==> src/hw/stack_pkg.sv <==
// constants and types shared by the stack instruction engine
package stack_pkg;

   // ****************************************
   // opcodes
   // ****************************************
   localparam logic [15:0] OPC_FLAGS_POP  = 16'h0003;
   localparam logic [15:0] OPC_FLAGS_PUSH = 16'h0002;
   localparam logic [15:0] OPC_RET        = 16'hfffc;
   localparam logic [15:0] OPC_PUSH_I32   = 16'h09ef;
   localparam logic [15:0] OPC_PUSH_S16   = 16'h099f;
   localparam logic [15:0] OPC_PUSH_W16   = 16'h098f;
   localparam logic [15:0] OPC_PUSH_B8X   = 16'h094f;
   localparam logic [11:0] PFX_POP_Q      = 12'h13f;
   localparam logic [11:0] PFX_SIGNED_WORD_POP     = 12'h1ff;
   localparam logic [11:0] PFX_UNSIGNED_WORD_POP     = 12'h1bf;
   localparam logic [11:0] PFX_POP_SB     = 12'h1df;
   localparam logic [11:0] PFX_POP_UB     = 12'h19f;
   localparam logic [7:0]  OPB_MPOP_LO    = 8'h06;
   localparam logic [7:0]  OPB_MPOP_HI    = 8'h07;
   localparam logic [7:0]  OPB_MPUSH_LO   = 8'h04;
   localparam logic [7:0]  OPB_MPUSH_HI   = 8'h05;
   localparam logic [7:0]  OPB_PUSH_Q8    = 8'h0d;
   localparam logic [7:0]  OPB_PUSH_W8    = 8'h0c;
   localparam logic [7:0]  OPB_PUSH_B8    = 8'h0a;
   localparam logic [7:0]  OPB_PUSH_RQ    = 8'h10;
   localparam logic [7:0]  OPB_PUSH_RW    = 8'h16;
   localparam logic [7:0]  OPB_PUSH_RB    = 8'h14;
   localparam logic [3:0]  SP_INDEX       = 4'hf;

   // ****************************************
   // sizes, steps, flags, reset values
   // ****************************************
   localparam logic [2:0]  SIZE_B         = 3'h1;
   localparam logic [2:0]  SIZE_W         = 3'h2;
   localparam logic [2:0]  SIZE_Q         = 3'h4;
   localparam logic [31:0] FLAGS_POP_PRE  = 32'h1;
   localparam logic [31:0] FLAGS_POP_STEP = 32'h2;
   localparam logic [7:0]  FLAGS_PUSH_PAD = 8'h00;
   localparam int          FLAG_ZV_BIT    = 3;
   localparam logic [7:0]  FLAGS_RST      = 8'h00;
   localparam logic [31:0] PC_RST         = 32'h0;
   localparam logic [31:0] SP_RST         = 32'h0;

   typedef enum logic [3:0] {
      OP_BAD    = 4'h0,
      OP_POP    = 4'h1,
      OP_FLAGS_POP  = 4'h2,
      OP_MPOP   = 4'h3,
      OP_PUSH_R = 4'h4,
      OP_PUSH_I = 4'h5,
      OP_FLAGS_PUSH = 4'h6,
      OP_MPUSH  = 4'h7,
      OP_RET    = 4'h8
   } op_t;

   typedef enum logic [1:0] {
      W8  = 2'h0,
      W16 = 2'h1,
      W32 = 2'h2
   } width_t;

   typedef enum logic [3:0] {
      ST_IDLE   = 4'h0,
      ST_GETSP  = 4'h1,
      ST_GETEXT = 4'h2,
      ST_GETSRC = 4'h3,
      ST_PREDEC = 4'h4,
      ST_XFER   = 4'h5,
      ST_WRBACK = 4'h6,
      ST_SCAN   = 4'h7,
      ST_FIN    = 4'h8
   } state_t;

   typedef struct packed {
      op_t        op;
      logic [2:0] n;
      width_t     w;
      logic       sx;
      logic [3:0] rg;
      logic [1:0] ext;
   } decode_t;

endpackage

==> src/hw/stack_regfile.sv <==
// sixteen 32-bit general registers, one write port, registered read
`timescale 1ns/1ps
module stack_regfile
   import stack_pkg::*;
(
   input  wire logic        clk,
   input  wire logic        rst_n,
   input  wire logic        wr_en,
   input  wire logic [3:0]  wr_addr,
   input  wire logic [31:0] wr_data,
   input  wire logic [3:0]  rd_addr,
   output logic      [31:0] rd_data
);

   logic [31:0] mem [16];

   // no reset on the array so it maps onto plain storage
   always_ff @(posedge clk) begin
      if (wr_en) begin
         mem[wr_addr] <= wr_data;
      end
   end

   always_ff @(posedge clk or negedge rst_n) begin
      if (!rst_n) begin
         rd_data <= 32'h0;
      end else begin
         rd_data <= mem[rd_addr];
      end
   end

endmodule

==> src/hw/stack_exec.sv <==
// stack instruction engine: pops, pushes, multiple forms, flags, return
`timescale 1ns/1ps
module stack_exec
   import stack_pkg::*;
(
   input  wire logic        CLK,
   input  wire logic        RST_N,
   input  wire logic        INSTR_VALID,
   input  wire logic [15:0] INSTR_WORD,
   output logic             INSTR_READY,
   output logic             EXT_REQ,
   input  wire logic        EXT_VALID,
   input  wire logic [15:0] EXT_WORD,
   output logic             MEM_REQ,
   output logic             MEM_WE,
   output logic      [31:0] MEM_ADDR,
   output logic      [7:0]  MEM_WDATA,
   input  wire logic [7:0]  MEM_RDATA,
   input  wire logic        MEM_ACK,
   output logic      [7:0]  FLAGS,
   output logic             PC_LOAD,
   output logic      [31:0] PC_OUT,
   output logic             BUSY,
   output logic             DONE,
   output logic             ILLEGAL
);

   // ****************************************
   // helpers
   // ****************************************
   function automatic decode_t decode(input logic [15:0] iw);
      decode_t d;
      d = '{op: OP_BAD, n: SIZE_Q, w: W32, sx: 1'b0, rg: iw[3:0],
            ext: 2'h0};
      if (iw == OPC_FLAGS_POP) begin
         d.op = OP_FLAGS_POP;
         d.n  = SIZE_B;
      end else if (iw == OPC_FLAGS_PUSH) begin
         d.op = OP_FLAGS_PUSH;
         d.n  = SIZE_W;
         d.w  = W16;
      end else if (iw == OPC_RET) begin
         d.op = OP_RET;
      end else if (iw == OPC_PUSH_I32) begin
         d = '{OP_PUSH_I, SIZE_Q, W32, 1'b1, iw[3:0], 2'h2};
      end else if (iw == OPC_PUSH_S16) begin
         d = '{OP_PUSH_I, SIZE_Q, W16, 1'b1, iw[3:0], 2'h1};
      end else if (iw == OPC_PUSH_W16) begin
         d = '{OP_PUSH_I, SIZE_W, W16, 1'b1, iw[3:0], 2'h1};
      end else if (iw == OPC_PUSH_B8X) begin
         d = '{OP_PUSH_I, SIZE_B, W8, 1'b1, iw[3:0], 2'h1};
      end else if (iw[15:4] == PFX_POP_Q) begin
         d.op = OP_POP;
      end else if (iw[15:4] == PFX_SIGNED_WORD_POP) begin
         d = '{OP_POP, SIZE_W, W16, 1'b1, iw[3:0], 2'h0};
      end else if (iw[15:4] == PFX_UNSIGNED_WORD_POP) begin
         d = '{OP_POP, SIZE_W, W16, 1'b0, iw[3:0], 2'h0};
      end else if (iw[15:4] == PFX_POP_SB) begin
         d = '{OP_POP, SIZE_B, W8, 1'b1, iw[3:0], 2'h0};
      end else if (iw[15:4] == PFX_POP_UB) begin
         d = '{OP_POP, SIZE_B, W8, 1'b0, iw[3:0], 2'h0};
      end else begin
         case (iw[15:8])
            OPB_MPOP_LO, OPB_MPOP_HI:   d.op = OP_MPOP;
            OPB_MPUSH_LO, OPB_MPUSH_HI: d.op = OP_MPUSH;
            OPB_PUSH_Q8: d = '{OP_PUSH_I, SIZE_Q, W8, 1'b1, iw[3:0], 2'h0};
            OPB_PUSH_W8: d = '{OP_PUSH_I, SIZE_W, W8, 1'b1, iw[3:0], 2'h0};
            OPB_PUSH_B8: d = '{OP_PUSH_I, SIZE_B, W8, 1'b1, iw[3:0], 2'h0};
            OPB_PUSH_RQ, OPB_PUSH_RW, OPB_PUSH_RB: begin
               if (iw[3:0] == SP_INDEX) begin
                  d.op = OP_PUSH_R;
                  d.rg = iw[7:4];
                  d.n  = (iw[15:8] == OPB_PUSH_RQ) ? SIZE_Q :
                         (iw[15:8] == OPB_PUSH_RW) ? SIZE_W : SIZE_B;
               end
            end
            default: d.op = OP_BAD;
         endcase
      end
      return d;
   endfunction

   function automatic logic [31:0] extend(input logic [31:0] v,
                                          input width_t w,
                                          input logic sx);
      case (w)
         W8:      return {{24{sx & v[7]}}, v[7:0]};
         W16:     return {{16{sx & v[15]}}, v[15:0]};
         default: return v;
      endcase
   endfunction

   function automatic logic [4:0] align_shift(input logic [2:0] n);
      case (n)
         SIZE_B:  return 5'd24;
         SIZE_W:  return 5'd16;
         default: return 5'd0;
      endcase
   endfunction

   // ****************************************
   // state
   // ****************************************
   state_t      st;
   decode_t     dec;
   decode_t     cur;
   logic [7:0]  mask;
   logic        hi;
   logic [3:0]  idx;
   logic [1:0]  bcnt;
   logic [1:0]  ext_left;
   logic [31:0] data;
   logic [31:0] sp;
   logic [31:0] popval;
   logic [31:0] sp_base;
   logic [31:0] step;
   logic [3:0]  multi_reg;
   logic [3:0]  rd_addr;
   logic [31:0] rd_data;
   logic        wr_en;
   logic [3:0]  wr_addr;
   logic [31:0] wr_data;
   logic        is_push;
   logic        last_byte;
   logic        accept;

   assign dec         = decode(INSTR_WORD);
   assign accept      = (st == ST_IDLE) && INSTR_VALID;
   assign INSTR_READY = (st == ST_IDLE);
   assign BUSY        = (st != ST_IDLE);
   assign EXT_REQ     = (st == ST_GETEXT);
   assign is_push     = (cur.op == OP_PUSH_R) || (cur.op == OP_PUSH_I) ||
                        (cur.op == OP_FLAGS_PUSH) || (cur.op == OP_MPUSH);
   assign last_byte   = ({1'b0, bcnt} == cur.n - 3'h1);
   // push object mask is mirrored so one walk order serves both
   assign multi_reg   = (cur.op == OP_MPUSH) ? {hi, ~idx[2:0]} :
                                               {hi, idx[2:0]};
   assign popval      = extend(data, cur.w, cur.sx);

   // ****************************************
   // memory port
   // ****************************************
   assign MEM_REQ   = (st == ST_XFER);
   assign MEM_WE    = (st == ST_XFER) && is_push;
   // flags pop reads the byte above the pointer
   assign MEM_ADDR  = sp + ((cur.op == OP_FLAGS_POP) ? FLAGS_POP_PRE :
                                                  {30'h0, bcnt});
   assign MEM_WDATA = data[31:24];

   // ****************************************
   // register file port
   // ****************************************
   always_comb begin
      rd_addr = SP_INDEX;
      if (st == ST_GETSP) begin
         rd_addr = cur.rg;
      end else if (st == ST_SCAN) begin
         rd_addr = multi_reg;
      end
      wr_en   = 1'b0;
      wr_addr = SP_INDEX;
      wr_data = sp;
      if (st == ST_WRBACK && cur.op == OP_POP) begin
         wr_en   = 1'b1;
         wr_addr = cur.rg;
         wr_data = popval;
      end else if (st == ST_WRBACK && cur.op == OP_MPOP) begin
         wr_en   = 1'b1;
         wr_addr = multi_reg;
         wr_data = data;
      end else if (st == ST_FIN) begin
         wr_en = 1'b1;
      end
   end

   stack_regfile u_regs (
      .clk     (CLK),
      .rst_n   (RST_N),
      .wr_en   (wr_en),
      .wr_addr (wr_addr),
      .wr_data (wr_data),
      .rd_addr (rd_addr),
      .rd_data (rd_data)
   );

   // ****************************************
   // sequencing
   // ****************************************
   always_ff @(posedge CLK or negedge RST_N) begin
      if (!RST_N) begin
         st       <= ST_IDLE;
         cur      <= '{OP_BAD, SIZE_Q, W32, 1'b0, 4'h0, 2'h0};
         mask     <= 8'h00;
         hi       <= 1'b0;
         idx      <= 4'h0;
         bcnt     <= 2'h0;
         ext_left <= 2'h0;
      end else begin
         case (st)
            ST_IDLE: begin
               if (accept && dec.op != OP_BAD) begin
                  cur      <= dec;
                  mask     <= INSTR_WORD[7:0];
                  hi       <= INSTR_WORD[8];
                  idx      <= 4'h0;
                  bcnt     <= 2'h0;
                  ext_left <= dec.ext;
                  st       <= ST_GETSP;
               end
            end
            ST_GETSP: begin
               if (ext_left != 2'h0) begin
                  st <= ST_GETEXT;
               end else begin
                  case (cur.op)
                     OP_PUSH_R:          st <= ST_GETSRC;
                     OP_PUSH_I, OP_FLAGS_PUSH: st <= ST_PREDEC;
                     OP_MPOP, OP_MPUSH:  st <= ST_SCAN;
                     default:            st <= ST_XFER;
                  endcase
               end
            end
            ST_GETEXT: begin
               if (EXT_VALID) begin
                  ext_left <= ext_left - 2'h1;
                  if (ext_left == 2'h1) begin
                     st <= ST_PREDEC;
                  end
               end
            end
            ST_GETSRC: st <= ST_PREDEC;
            ST_PREDEC: st <= ST_XFER;
            ST_XFER: begin
               if (MEM_ACK) begin
                  bcnt <= bcnt + 2'h1;
                  if (last_byte) begin
                     bcnt <= 2'h0;
                     if (!is_push) begin
                        st <= ST_WRBACK;
                     end else if (cur.op == OP_MPUSH) begin
                        idx <= idx + 4'h1;
                        st  <= ST_SCAN;
                     end else begin
                        st <= ST_FIN;
                     end
                  end
               end
            end
            ST_WRBACK: begin
               if (cur.op == OP_MPOP) begin
                  idx <= idx + 4'h1;
                  st  <= ST_SCAN;
               end else begin
                  st <= ST_FIN;
               end
            end
            ST_SCAN: begin
               if (idx[3]) begin
                  st <= ST_FIN;
               end else if (mask[idx[2:0]]) begin
                  st <= (cur.op == OP_MPUSH) ? ST_GETSRC : ST_XFER;
               end else begin
                  idx <= idx + 4'h1;
               end
            end
            ST_FIN:  st <= ST_IDLE;
            default: st <= ST_IDLE;
         endcase
      end
   end

   // ****************************************
   // data shifter
   // ****************************************
   always_ff @(posedge CLK or negedge RST_N) begin
      if (!RST_N) begin
         data <= 32'h0;
      end else if (accept) begin
         data <= {24'h0, INSTR_WORD[7:0]};
      end else if (st == ST_GETSP && cur.op == OP_FLAGS_PUSH) begin
         data <= {16'h0, FLAGS_PUSH_PAD, FLAGS};
      end else if (st == ST_GETEXT && EXT_VALID) begin
         data <= {data[15:0], EXT_WORD};
      end else if (st == ST_GETSRC) begin
         data <= rd_data;
      end else if (st == ST_PREDEC) begin
         // truncation falls out of the shift, top bytes go first
         data <= extend(data, cur.w, cur.sx) << align_shift(cur.n);
      end else if (st == ST_XFER && MEM_ACK) begin
         data <= is_push ? {data[23:0], 8'h00} :
                           {data[23:0], MEM_RDATA};
      end
   end

   // ****************************************
   // stack pointer shadow, written back in the final cycle
   // ****************************************
   assign step    = (cur.op == OP_FLAGS_POP) ? FLAGS_POP_STEP : {29'h0, cur.n};
   assign sp_base = (wr_en && wr_addr == SP_INDEX) ? wr_data : sp;

   always_ff @(posedge CLK or negedge RST_N) begin
      if (!RST_N) begin
         sp <= SP_RST;
      end else if (st == ST_GETSP) begin
         sp <= rd_data;
      end else if (st == ST_PREDEC) begin
         sp <= sp - {29'h0, cur.n};
      end else if (st == ST_WRBACK) begin
         sp <= sp_base + step;
      end
   end

   // ****************************************
   // flags, program counter, status pulses
   // ****************************************
   always_ff @(posedge CLK or negedge RST_N) begin
      if (!RST_N) begin
         FLAGS <= FLAGS_RST;
      end else if (st == ST_WRBACK && cur.op == OP_FLAGS_POP) begin
         FLAGS <= data[7:0];
      end else if (st == ST_WRBACK && cur.op == OP_MPOP) begin
         FLAGS[FLAG_ZV_BIT] <= (data == 32'h0);
      end else if (st == ST_WRBACK && cur.op == OP_POP) begin
         FLAGS[FLAG_ZV_BIT] <= (popval == 32'h0);
      end
   end

   always_ff @(posedge CLK or negedge RST_N) begin
      if (!RST_N) begin
         PC_OUT  <= PC_RST;
         PC_LOAD <= 1'b0;
         DONE    <= 1'b0;
         ILLEGAL <= 1'b0;
      end else begin
         PC_LOAD <= (st == ST_WRBACK && cur.op == OP_RET);
         if (st == ST_WRBACK && cur.op == OP_RET) begin
            PC_OUT <= data;
         end
         DONE    <= (st == ST_FIN);
         ILLEGAL <= accept && (dec.op == OP_BAD);
      end
   end
endmodule

==> config.mk <==
export PLATFORM = sky130hd
export DESIGN_NAME = stack_exec
export DESIGN_NICKNAME = d
export VERILOG_FILES = /design/src/hw/stack_pkg.sv /design/src/hw/stack_regfile.sv /design/src/hw/stack_exec.sv
export SDC_FILE = /design/constraint.sdc
export NUM_CORES = 1
export LEC_CHECK = 0
export ABC_AREA = 1
export BUFFER_PORTS_ARGS = -buffer_cell sky130_fd_sc_hd__buf_2
export CELL_PAD_IN_SITES_DETAIL_PLACEMENT = 0
export CELL_PAD_IN_SITES_GLOBAL_PLACEMENT = 1
export CORE_MARGIN = 3
export CORE_UTILIZATION = 35
export DETAILED_ROUTE_END_ITERATION = 10
export PLACE_DENSITY_LB_ADDON = 0.1
export SLEW_MARGIN = 15
export SYNTH_ARGS = -nofsm -noshare
export SYNTH_HDL_FRONTEND = slang
export SYNTH_HIERARCHICAL = 1
export SYNTH_SLANG_ARGS = --single-unit
export TNS_END_PERCENT = 100
==> constraint.sdc <==
create_clock -name CLK -period 9.4 [get_ports CLK]
set_input_delay 1.41 -clock CLK [delete_from_list [all_inputs] [get_ports CLK]]
set_output_delay 1.41 -clock CLK [all_outputs]
set_load 0.05 [all_outputs]
# Word-level counts from Yosys, hierarchy flattened
# Memories as Yosys holds them, arrays and structs flattened. A register that Yosys moved wholly into a read port is not among the register bits.
# Cells that the tools add are included.
# op_classes
add_sub_neg	7
magnitude_cmp	1
n_eq_ne	56
n_shift	1
n_mux	96
n_bitwise	3
reduce_logical	42
# op_table
operator	count
$mux W32	17
$mux W16	8
$mux W4	26
$eq A16 B12 Y1 const B	4
$logic_not A32 Y1	2
$pmux W32 S2	1
$eq A12 B9 Y1 const B	5
$add A32 B2 Y32	1
$add A32 B3 Y32	1
$eq A16 B2 Y1 const B	2
$eq A4 B3 Y1 const B	8
$eq A8 B3 Y1 const B	4
$pmux W4 S8	1
$shl A32 B5 Y32	1
$sub A32 B3 Y32	1
$mux W5	5
$eq A8 B4 Y1 const B	3
$eq A8 B5 Y1 const B	3
$mux W12	2
$mux W3	6
$mux W9	2
$pmux W3 S3	2
$eq A16 B16 Y1 const B	1
$eq A4 B2 Y1 const B	4
42 further kinds	96
# word_totals
regBits	142
mem_bits_rw	512
input_bits	45
output_inout_bits	88
word_cells	227
mem_count	1
# mem_list
name	words	word_bits	read_ports	rd_clocked_by_memory_dff	wr	line	rtl
u_regs.mem	16	32	1	1	1	stack_regfile.sv:15	logic [31:0] mem [16];

# Longest topological paths before layout
# Gate-level depths: netlist of run 1.
# logic_depth
ltp_word	21
ltp_mapped	29
ltp_nobuf	28

# By module
# The synthesis of run 1 kept the hierarchy.
# modules_own_cells
mod	instances	cells_each	area_each_um2	seq_area_each_um2
stack_regfile	1	2120	22890.7	16175.5
stack_exec	1	2020	12613.3	3555.9

# Worst setup path before layout of run 1
# OpenSTA, ideal clock, no wires.
# synth_path
path_kind	register to output
from	register cur[12] in the netlist's numbering
to	output port MEM_ADDR[28]
t_arrival_ns	3.738
required_ns	7.990
slack_ns	4.252
path_stages_with_launch	17
n_path_buf	0
path_cell_list	dfrtp_1 -> nor2_1 -> inv_1 -> nor2_1 -> inv_1 -> nand2_1 -> ha_1 -> inv_1 -> fa_1 -> nor3_2 -> nand3_1 -> nor3_2 -> nand4_1 -> or3_1 -> nor4_1 -> nand2_1 -> xor2_1
# synth_between
elab_chain_cells	3
# synth_lines
element	line	rtl
from (decl)	stack_exec.sv:106	decode_t cur;
from (signal assigned)	stack_exec.sv:192	cur <= '{OP_BAD, SIZE_Q, W32, 1'b0, 4'h0, 2'h0};
$eq A4 B2 Y1	stack_exec.sv:146	assign MEM_ADDR = sp + ((cur.op == OP_FLAGS_POP) ? FLAGS_POP_PRE :
$mux W2	stack_exec.sv:146	
$add A32 B2 Y32	stack_exec.sv:146	
to (decl)	stack_exec.sv:16	output logic [31:0] MEM_ADDR,
# No other way between the ends.

# Worst setup path in the final report of run 1
# layout_path
from	register cur[13] in the netlist's numbering
to	output port MEM_ADDR[28]
# Same word-level chain as after synthesis.

==> results of run 1 <==
[state kept, by name, indices dropped and copies added, names as in the netlist, 8 cells and up]
register        count
sp                 32
u_regs/rd_data     32
cur                14
u_regs/mem        512
data               32
mask                8
PC_OUT             32
FLAGS               8
[power breakdown]
part	switching [µW]	internal, µW
Clock	1320	1780
Sequential	466	3840
Combinational	3730	1210
[synth_stat cells, types with 14 or more instances]
| cell type | n | area (µm²) |
|---|---|---|
| ha_1 | 14 | 175 |
| nand2_2 | 14 | 87.6 |
| a21oi_1 | 39 | 195 |
| nand3_1 | 549 | 2750 |
| inv_1 | 645 | 2420 |
| nor4_1 | 15 | 93.8 |
| edfxtp_1 | 512 | 15400 |
| buf_1 | 18 | 67.6 |
| o22ai_1 | 31 | 194 |
| buf_2 | 56 | 280 |
| nor3_1 | 37 | 185 |
| nor2_1 | 203 | 762 |
| dfrtp_1 | 172 | 4300 |
| nand4_1 | 33 | 206 |
| o21ai_0 | 221 | 1110 |
| o211ai_1 | 43 | 323 |
| buf_6 | 32 | 360 |
| clkbuf_1 | 82 | 308 |
| nand2_1 | 1231 | 4620 |
| buf_4 | 20 | 150 |
| xor2_1 | 40 | 350 |
[stage by stage]
step | cell area [µm²] | setup slack (ns) | power [µW]
after floorplan | 35500 | 4.25 | 7500
after detailed placement | 37200 | 3.91 | 9300
after global placement | 37200 | 3.89 | 9310
after global routing | 39800 | 2.86 | 13100
after CTS | 39800 | 3.18 | 12400
final | 39800 | 3.23 | 12300
[worst max-delay path, stage by stage (launching register included)]
cell and delay, ns:
dfrtp_1 0.38, inv_1 0.07, nor2_1 0.08, inv_1 0.06
nor2_1 0.19, inv_1 0.12, nand2_1 0.07, ha_1 0.17
inv_1 0.06, fa_1 0.43, nor3_2 0.28, nand3_1 0.17
nor3_2 0.44, nand4_1 0.31, or3_1 0.43, nor4_1 0.33
nand2_1 0.11, xor2_1 0.13, buf_2 0.28
[cell type report]
| cell class | instances | area share [%] |
|---|---|---|
| timing repair buffer | 181 | 2.60 |
| clock inverter | 37 | 0.955 |
| sequential | 686 | 49.5 |
| tap | 1357 | 4.26 |
| clock buffer | 112 | 5.56 |
| inverter | 661 | 6.29 |
| multi-input combinational | 2584 | 30.8 |
[how the worst max path moves through the flow]
stage / startpoint / endpoint / slack, ns / cells after the start
global route: cur[13] / MEM_ADDR[28] / 2.86 / 18
floorplan: cur[12] / MEM_ADDR[28] / 4.25 / 16
detailed placement: cur[12] / MEM_ADDR[28] / 3.91 / 17
global placement: cur[12] / MEM_ADDR[28] / 3.89 / 17
finish: cur[13] / MEM_ADDR[28] / 3.23 / 18
CTS: cur[12] / MEM_ADDR[28] / 3.18 / 17
[kinds of logic (layout without fill, tap and decap cells)]
group | count (synthesis) | count (layout) | share of synthesized area (%)
flops | 686 | 686 | 55.6
buf+inv | 870 | 991 | 10.4
fa+ha+maj | 17 | 17 | 0.663
xor+xnor | 41 | 41 | 1.01
simple gates | 2136 | 2136 | 26.0
compound gates | 390 | 390 | 6.38
[routing by layer]
metal | part of all wire [%] | routed length [µm] | vias to the layer above
li1 | - | - | 13595
met1 | 47 | 58900 | 13513
met2 | 46 | 58200 | 740
met3 | 4.5 | 5670 | 154
met4 | 2.7 | 3370 | 2
met5 | 0.010 | 13 | -
==> out/qor.yml, run 1 <==
status:
  status: "finished clean"
routing:
  wl_um: 126000
  final_antenna_net_count: 0
  drt_iter0_markers: 2259
  via_per_inst: 4.98
  vias: 28004
  firstDrtPassIters: 5
  drc: 0
  wl_per_cell_um: 22.5
clock_network:
  cts_setup_buffers: 0
  clkSlewWorstSetupHoldPaths_ns: 0.06
  cts_hold_buf: 0
  cts.htree.levels: 3
  clock_latency_ns: 0.65
  clk_path_buf_depth: 3
  cts_buffers: 81
  cts-root-buf: "clkbuf_16"
  cts.sink_count: 686
  cts.repair.resized: 0
  cts_tree: "yes"
global_route:
  busiest_layer: "met2"
  grt_pass1_wl_um: 186000
  first_global_vias: 27051
  grt_use_met1_pct: 32.9
  grt.met2_usage_pct: 38.1
  grt_use_met3_pct: 2.81
  grtUsageTotal_pct: 23.5
  antenna_found_initial: 3
  grt_max_degree: 112
  grt.overflow.total: 0
sta:
  fmaxAchievable_ghz: 0.162
  hold_ws_ns: 0.478
  hold_viol_final: 0
  slew_headroom_pct: 22.7
  maxSlewViolCount: 0
  worstMarginPinSlew_ns: 1.16
  period_share_pct: 65.7
  grt_setup_unrepaired: "false"
  setup_viol: 0
  fin_skew_ns: 0.0314
  min_period_ns: 6.17
  setup_tns_ns: 0
die:
  initial_core_util_pct: 35.4
  io_pins: 133
  rows: 116
  fp.dieH_um: 324
  fp.dieW_um: 324
  core_mm2: 0.100
  die-area_mm2: 0.105
cells_and_area:
  nets: 4257
  multi_input_area_mm2: 0.0123
  num_antenna_cells: 0
  final_cell_count_no_fill: 5618
  drive_above_1_share_pct: 9.48
  layout.cells.most_common: "nand2_1"
  fin_util_pct: 39.7
  nFillCells: 10261
  final_cell_mix: "nand2_1 (1230), inv_1 (638), nand3_1 (549)"
  area_growth_pct: 12.2
  ff_latch_area_mm2: 0.0197
worst_hold_path:
  whs_path_depth: 2
  hold_start: "PC_OUT[28]"
  hold_class: "reg2reg"
  min_to: "PC_OUT[28]"
synthesis:
  syn-instance-count: 4140
  syn_area_per_cell_um2: 8.58
  synthesis.nets: 4202
  synth.distinct_cells: 59
  yosys_most_used_dff: "edfxtp_1"
  synth_area_mm2: 0.0355
  yosysWarnings: 6
  synth-seq-cells: 686
  synth-edff-count: 512
  ys_seq_area_share_pct: 55.6
  postSynth.asyncResetShare_pct: 25.4
job:
  max_cap_viol_count: 0
critical_path:
  arrival_ns: 4.76
  r2r-end: "sp[24]"
  start_kind: "flip-flop"
  cp-end-kind: "output pin"
  rrSetupSlack_ns: 4.58
  path_max_fanout: 4
  regToRegStartpoint: "st[3]"
  cp.required_ns: 7.99
  worst-r2r-cell-count: 25
  criticalPathCategory: "reg2out"
placed_design:
  dp.cells: 5469
  place_congestion: 0.889
  io_buffer_count: 132
  dp_hpwl_um: 80000
power_and_ir_drop:
  p_per_area_mw_per_mm2: 310
  ir_drop_mv: 0.163
  cellLeakagePower_uw: 0.0177
Note: power is estimated with default switching activity, not from simulation.
==> run 2: changes to the inputs <==
ABC_AREA = 0   (was 1)
clock period = 5.5 ns   (was 9.4 ns; I/O delays follow)
==> run 2 against run 1 <==
- total power grew 75%
- global-route usage shrank 2.0 points
- sequential cell count is the same
- worst hold slack lost 0.27 ns
- highest routed layer is now met4
==> out/qor.yml, run 2 <==
synthesis:
  postSynth.asyncResetShare_pct: 25.4
  synth.distinct_cells: 109
  synth.top_cells.by_count: "edfxtp_1 (512), nand2_1 (258), dfrtp_1 (172)"
  synth-xor-area-share_pct: 1.82
  synth_area_leaders: "edfxtp_1 (48%), dfrtp_1 (13%), mux4_2 (9.1%)"
  synth_top_family_by_area: "multiplexers"
  yosysTopAreaCell: "edfxtp_1"
  syn-instance-count: 2395
  yosysWarnings: 6
  synthesis.nets: 2457
  synth_area_mm2: 0.0322
  yosys.area_share.simple_pct: 10.5
  synth_compound_area_share_pct: 10.6
  syn_area_per_cell_um2: 13.4
  synth_top_area_share_pct: 47.8
  synth.most_common_cell: "edfxtp_1"
  ys_seq_area_share_pct: 61.4
  yosys_most_used_dff: "edfxtp_1"
  synthMuxAreaShare_pct: 11.6
  synth_adder_area_share_pct: 0.763
  synth-seq-cells: 686
  synth-edff-count: 512
sta:
  maxSlewViolCount: 0
  fmaxAchievable_ghz: 0.197
  worstMarginPinSlew_ns: 1.12
  fin_skew_ns: 0.0518
  min_period_ns: 5.08
  setup_tns_ns: 0
  period_share_pct: 92.4
  slew_headroom_pct: 25.3
  setup_viol: 0
  grt_setup_unrepaired: "false"
  hold_viol_final: 0
clock_network:
  cts_tree: "yes"
  cts.htree.levels: 3
  cts.sink_count: 686
  cts_hold_buf: 0
  clk_path_buf_depth: 3
  clkSlewWorstSetupHoldPaths_ns: 0.06
  cts_buffers: 79
  clock_latency_ns: 0.66
  cts-root-buf: "clkbuf_16"
critical_path:
  cp.required_ns: 4.68
  cp-end-kind: "output pin"
  rrSetupSlack_ns: 1.05
  regToRegStartpoint: "st[1]"
  path_max_fanout: 6
  r2r-end: "sp[28]"
  worst-r2r-cell-count: 18
  criticalPathCategory: "reg2out"
  start_kind: "flip-flop"
  arrival_ns: 4.26
global_route:
  grt_max_degree: 81
  busiest_layer: "met2"
  grt_use_met1_pct: 30.3
  grt_pass1_wl_um: 150000
  grtUsageTotal_pct: 21.4
  grt.overflow.total: 0
  grt.met2_usage_pct: 34.3
  first_global_vias: 21163
  antenna_found_initial: 5
  grt_use_met3_pct: 2.96
routing:
  drc: 0
  wl_um: 103000
  via_per_inst: 5.72
  firstDrtPassIters: 5
  final_antenna_net_count: 0
  drt_iter0_markers: 1906
  wl_per_cell_um: 27.6
  vias: 21361
placed_design:
  io_buffer_count: 132
  dp_hpwl_um: 67600
  place_area_mm2: 0.0342
  place_congestion: 0.880
die:
  core_mm2: 0.0906
  fp.dieW_um: 309
  rows: 110
  io_pins: 133
  initial_core_util_pct: 35.5
  die-area_mm2: 0.0956
  fp.dieH_um: 309
cells_and_area:
  regMostFlops: "u_regs/mem"
  num_antenna_cells: 0
  largest_reg_flops: 512
  drive_above_1_share_pct: 23.2
  area_growth_pct: 14.5
  fin_util_pct: 40.7
  nFillCells: 8435
  layout.cells.most_common: "edfxtp_1"
  final_cell_mix: "edfxtp_1 (512), nand2_1 (257), dfrtp_1 (172)"
  nets: 2561
  fin_area_mm2: 0.0368
worst_hold_path:
  hold_class: "in2async"
power_and_ir_drop:
  ir_drop_mv: 0.277
  p_per_area_mw_per_mm2: 585
  cellLeakagePower_uw: 0.0132
status:
  status: "finished clean"
job:
  max_cap_viol_count: 0
## run 2: cell count changes after synthesis, moves of 31 or more
cell     delta
xnor2_1    +38
nand2_1   -973
mux2_2     +43
inv_1     -613
a22oi_1    +87
a21oi_1    +73
nor2_1     -64
o21ai_0    -86
buf_2      -31
nand3_1   -498
mux4_2    +130
## run 2: per-layer routing
metal	wire length, µm	part of all wire (%)	vias up
li1	-	-	9449
met1	46200	45	11034
met2	48000	47	697
met3	5470	5.3	181
met4	3340	3.2	0
met5	0	0	-
## run 2: how the worst max path moves through the flow
stage	startpoint	end	cells after the start
floorplan	cur[15]	u_regs/mem[4][0]	12
global placement	cur[12]	MEM_ADDR[30]	13
detailed placement	cur[12]	MEM_ADDR[28]	13
CTS	cur[12]	MEM_ADDR[26]	13
global route	cur[12]	MEM_ADDR[28]	13
finish	cur[12]	MEM_ADDR[28]	13
## run 2: layout make-up
cell class                 count  area (µm²)  area share, %
multi-input combinational   1487       11600           31.4
inverter                      32         120          0.326
tap                         1176        1470           4.00
clock inverter                50         563           1.53
clock buffer                  92        2050           5.55
timing repair buffer         213        1340           3.64
sequential                   686       19700           53.6
## run 2: critical path: stages (launching register included)
cell and delay [ns]:
dfrtp_1 0.37, nand2b_1 0.20, nor3_2 0.30, or2_2 0.18, ha_1 0.16, inv_1 0.06
fa_1 0.40, nor2b_1 0.30, nand3_1 0.36, nor2_1 0.35, and4_1 0.34, nand3_1 0.12
xnor2_1 0.18, buf_2 0.29
## run 2: kinds of logic after synthesis
group	after synthesis
flip-flops	686
buffers and inverters	222
AO/OA/AOI/OAI	518
AND/OR/NAND/NOR	681
adder cells (fa/ha/maj)	18
multiplexers	203
XOR/XNOR	67
## run 2: metrics by stage
step	instances	worst slack [ns]	hold slack, ns	total power, µW
after floorplan	2395	0.214	0.440	13200
after global placement	3594	0.978	0.457	16400
after detailed placement	3594	0.850	0.460	16400
after CTS	3736	0.125	0.233	21700
after global routing	3736	0.0973	0.246	22700
final	3736	0.417	0.206	21600
## run 2: power breakdown
group | switching (µW) | internal, µW | total (µW)
Sequential | 1100 | 6600 | 7700
Combinational | 5600 | 3030 | 8630
Clock | 2190 | 3030 | 5220
Total | 8890 | 12700 | 21600
## run 2: timing repair
action	4_1_cts	5_1_grt
resized for setup	0	1
setup buffers	0	0
endpoints found under the hold margin	0	0
setup endpoints to repair	0	4
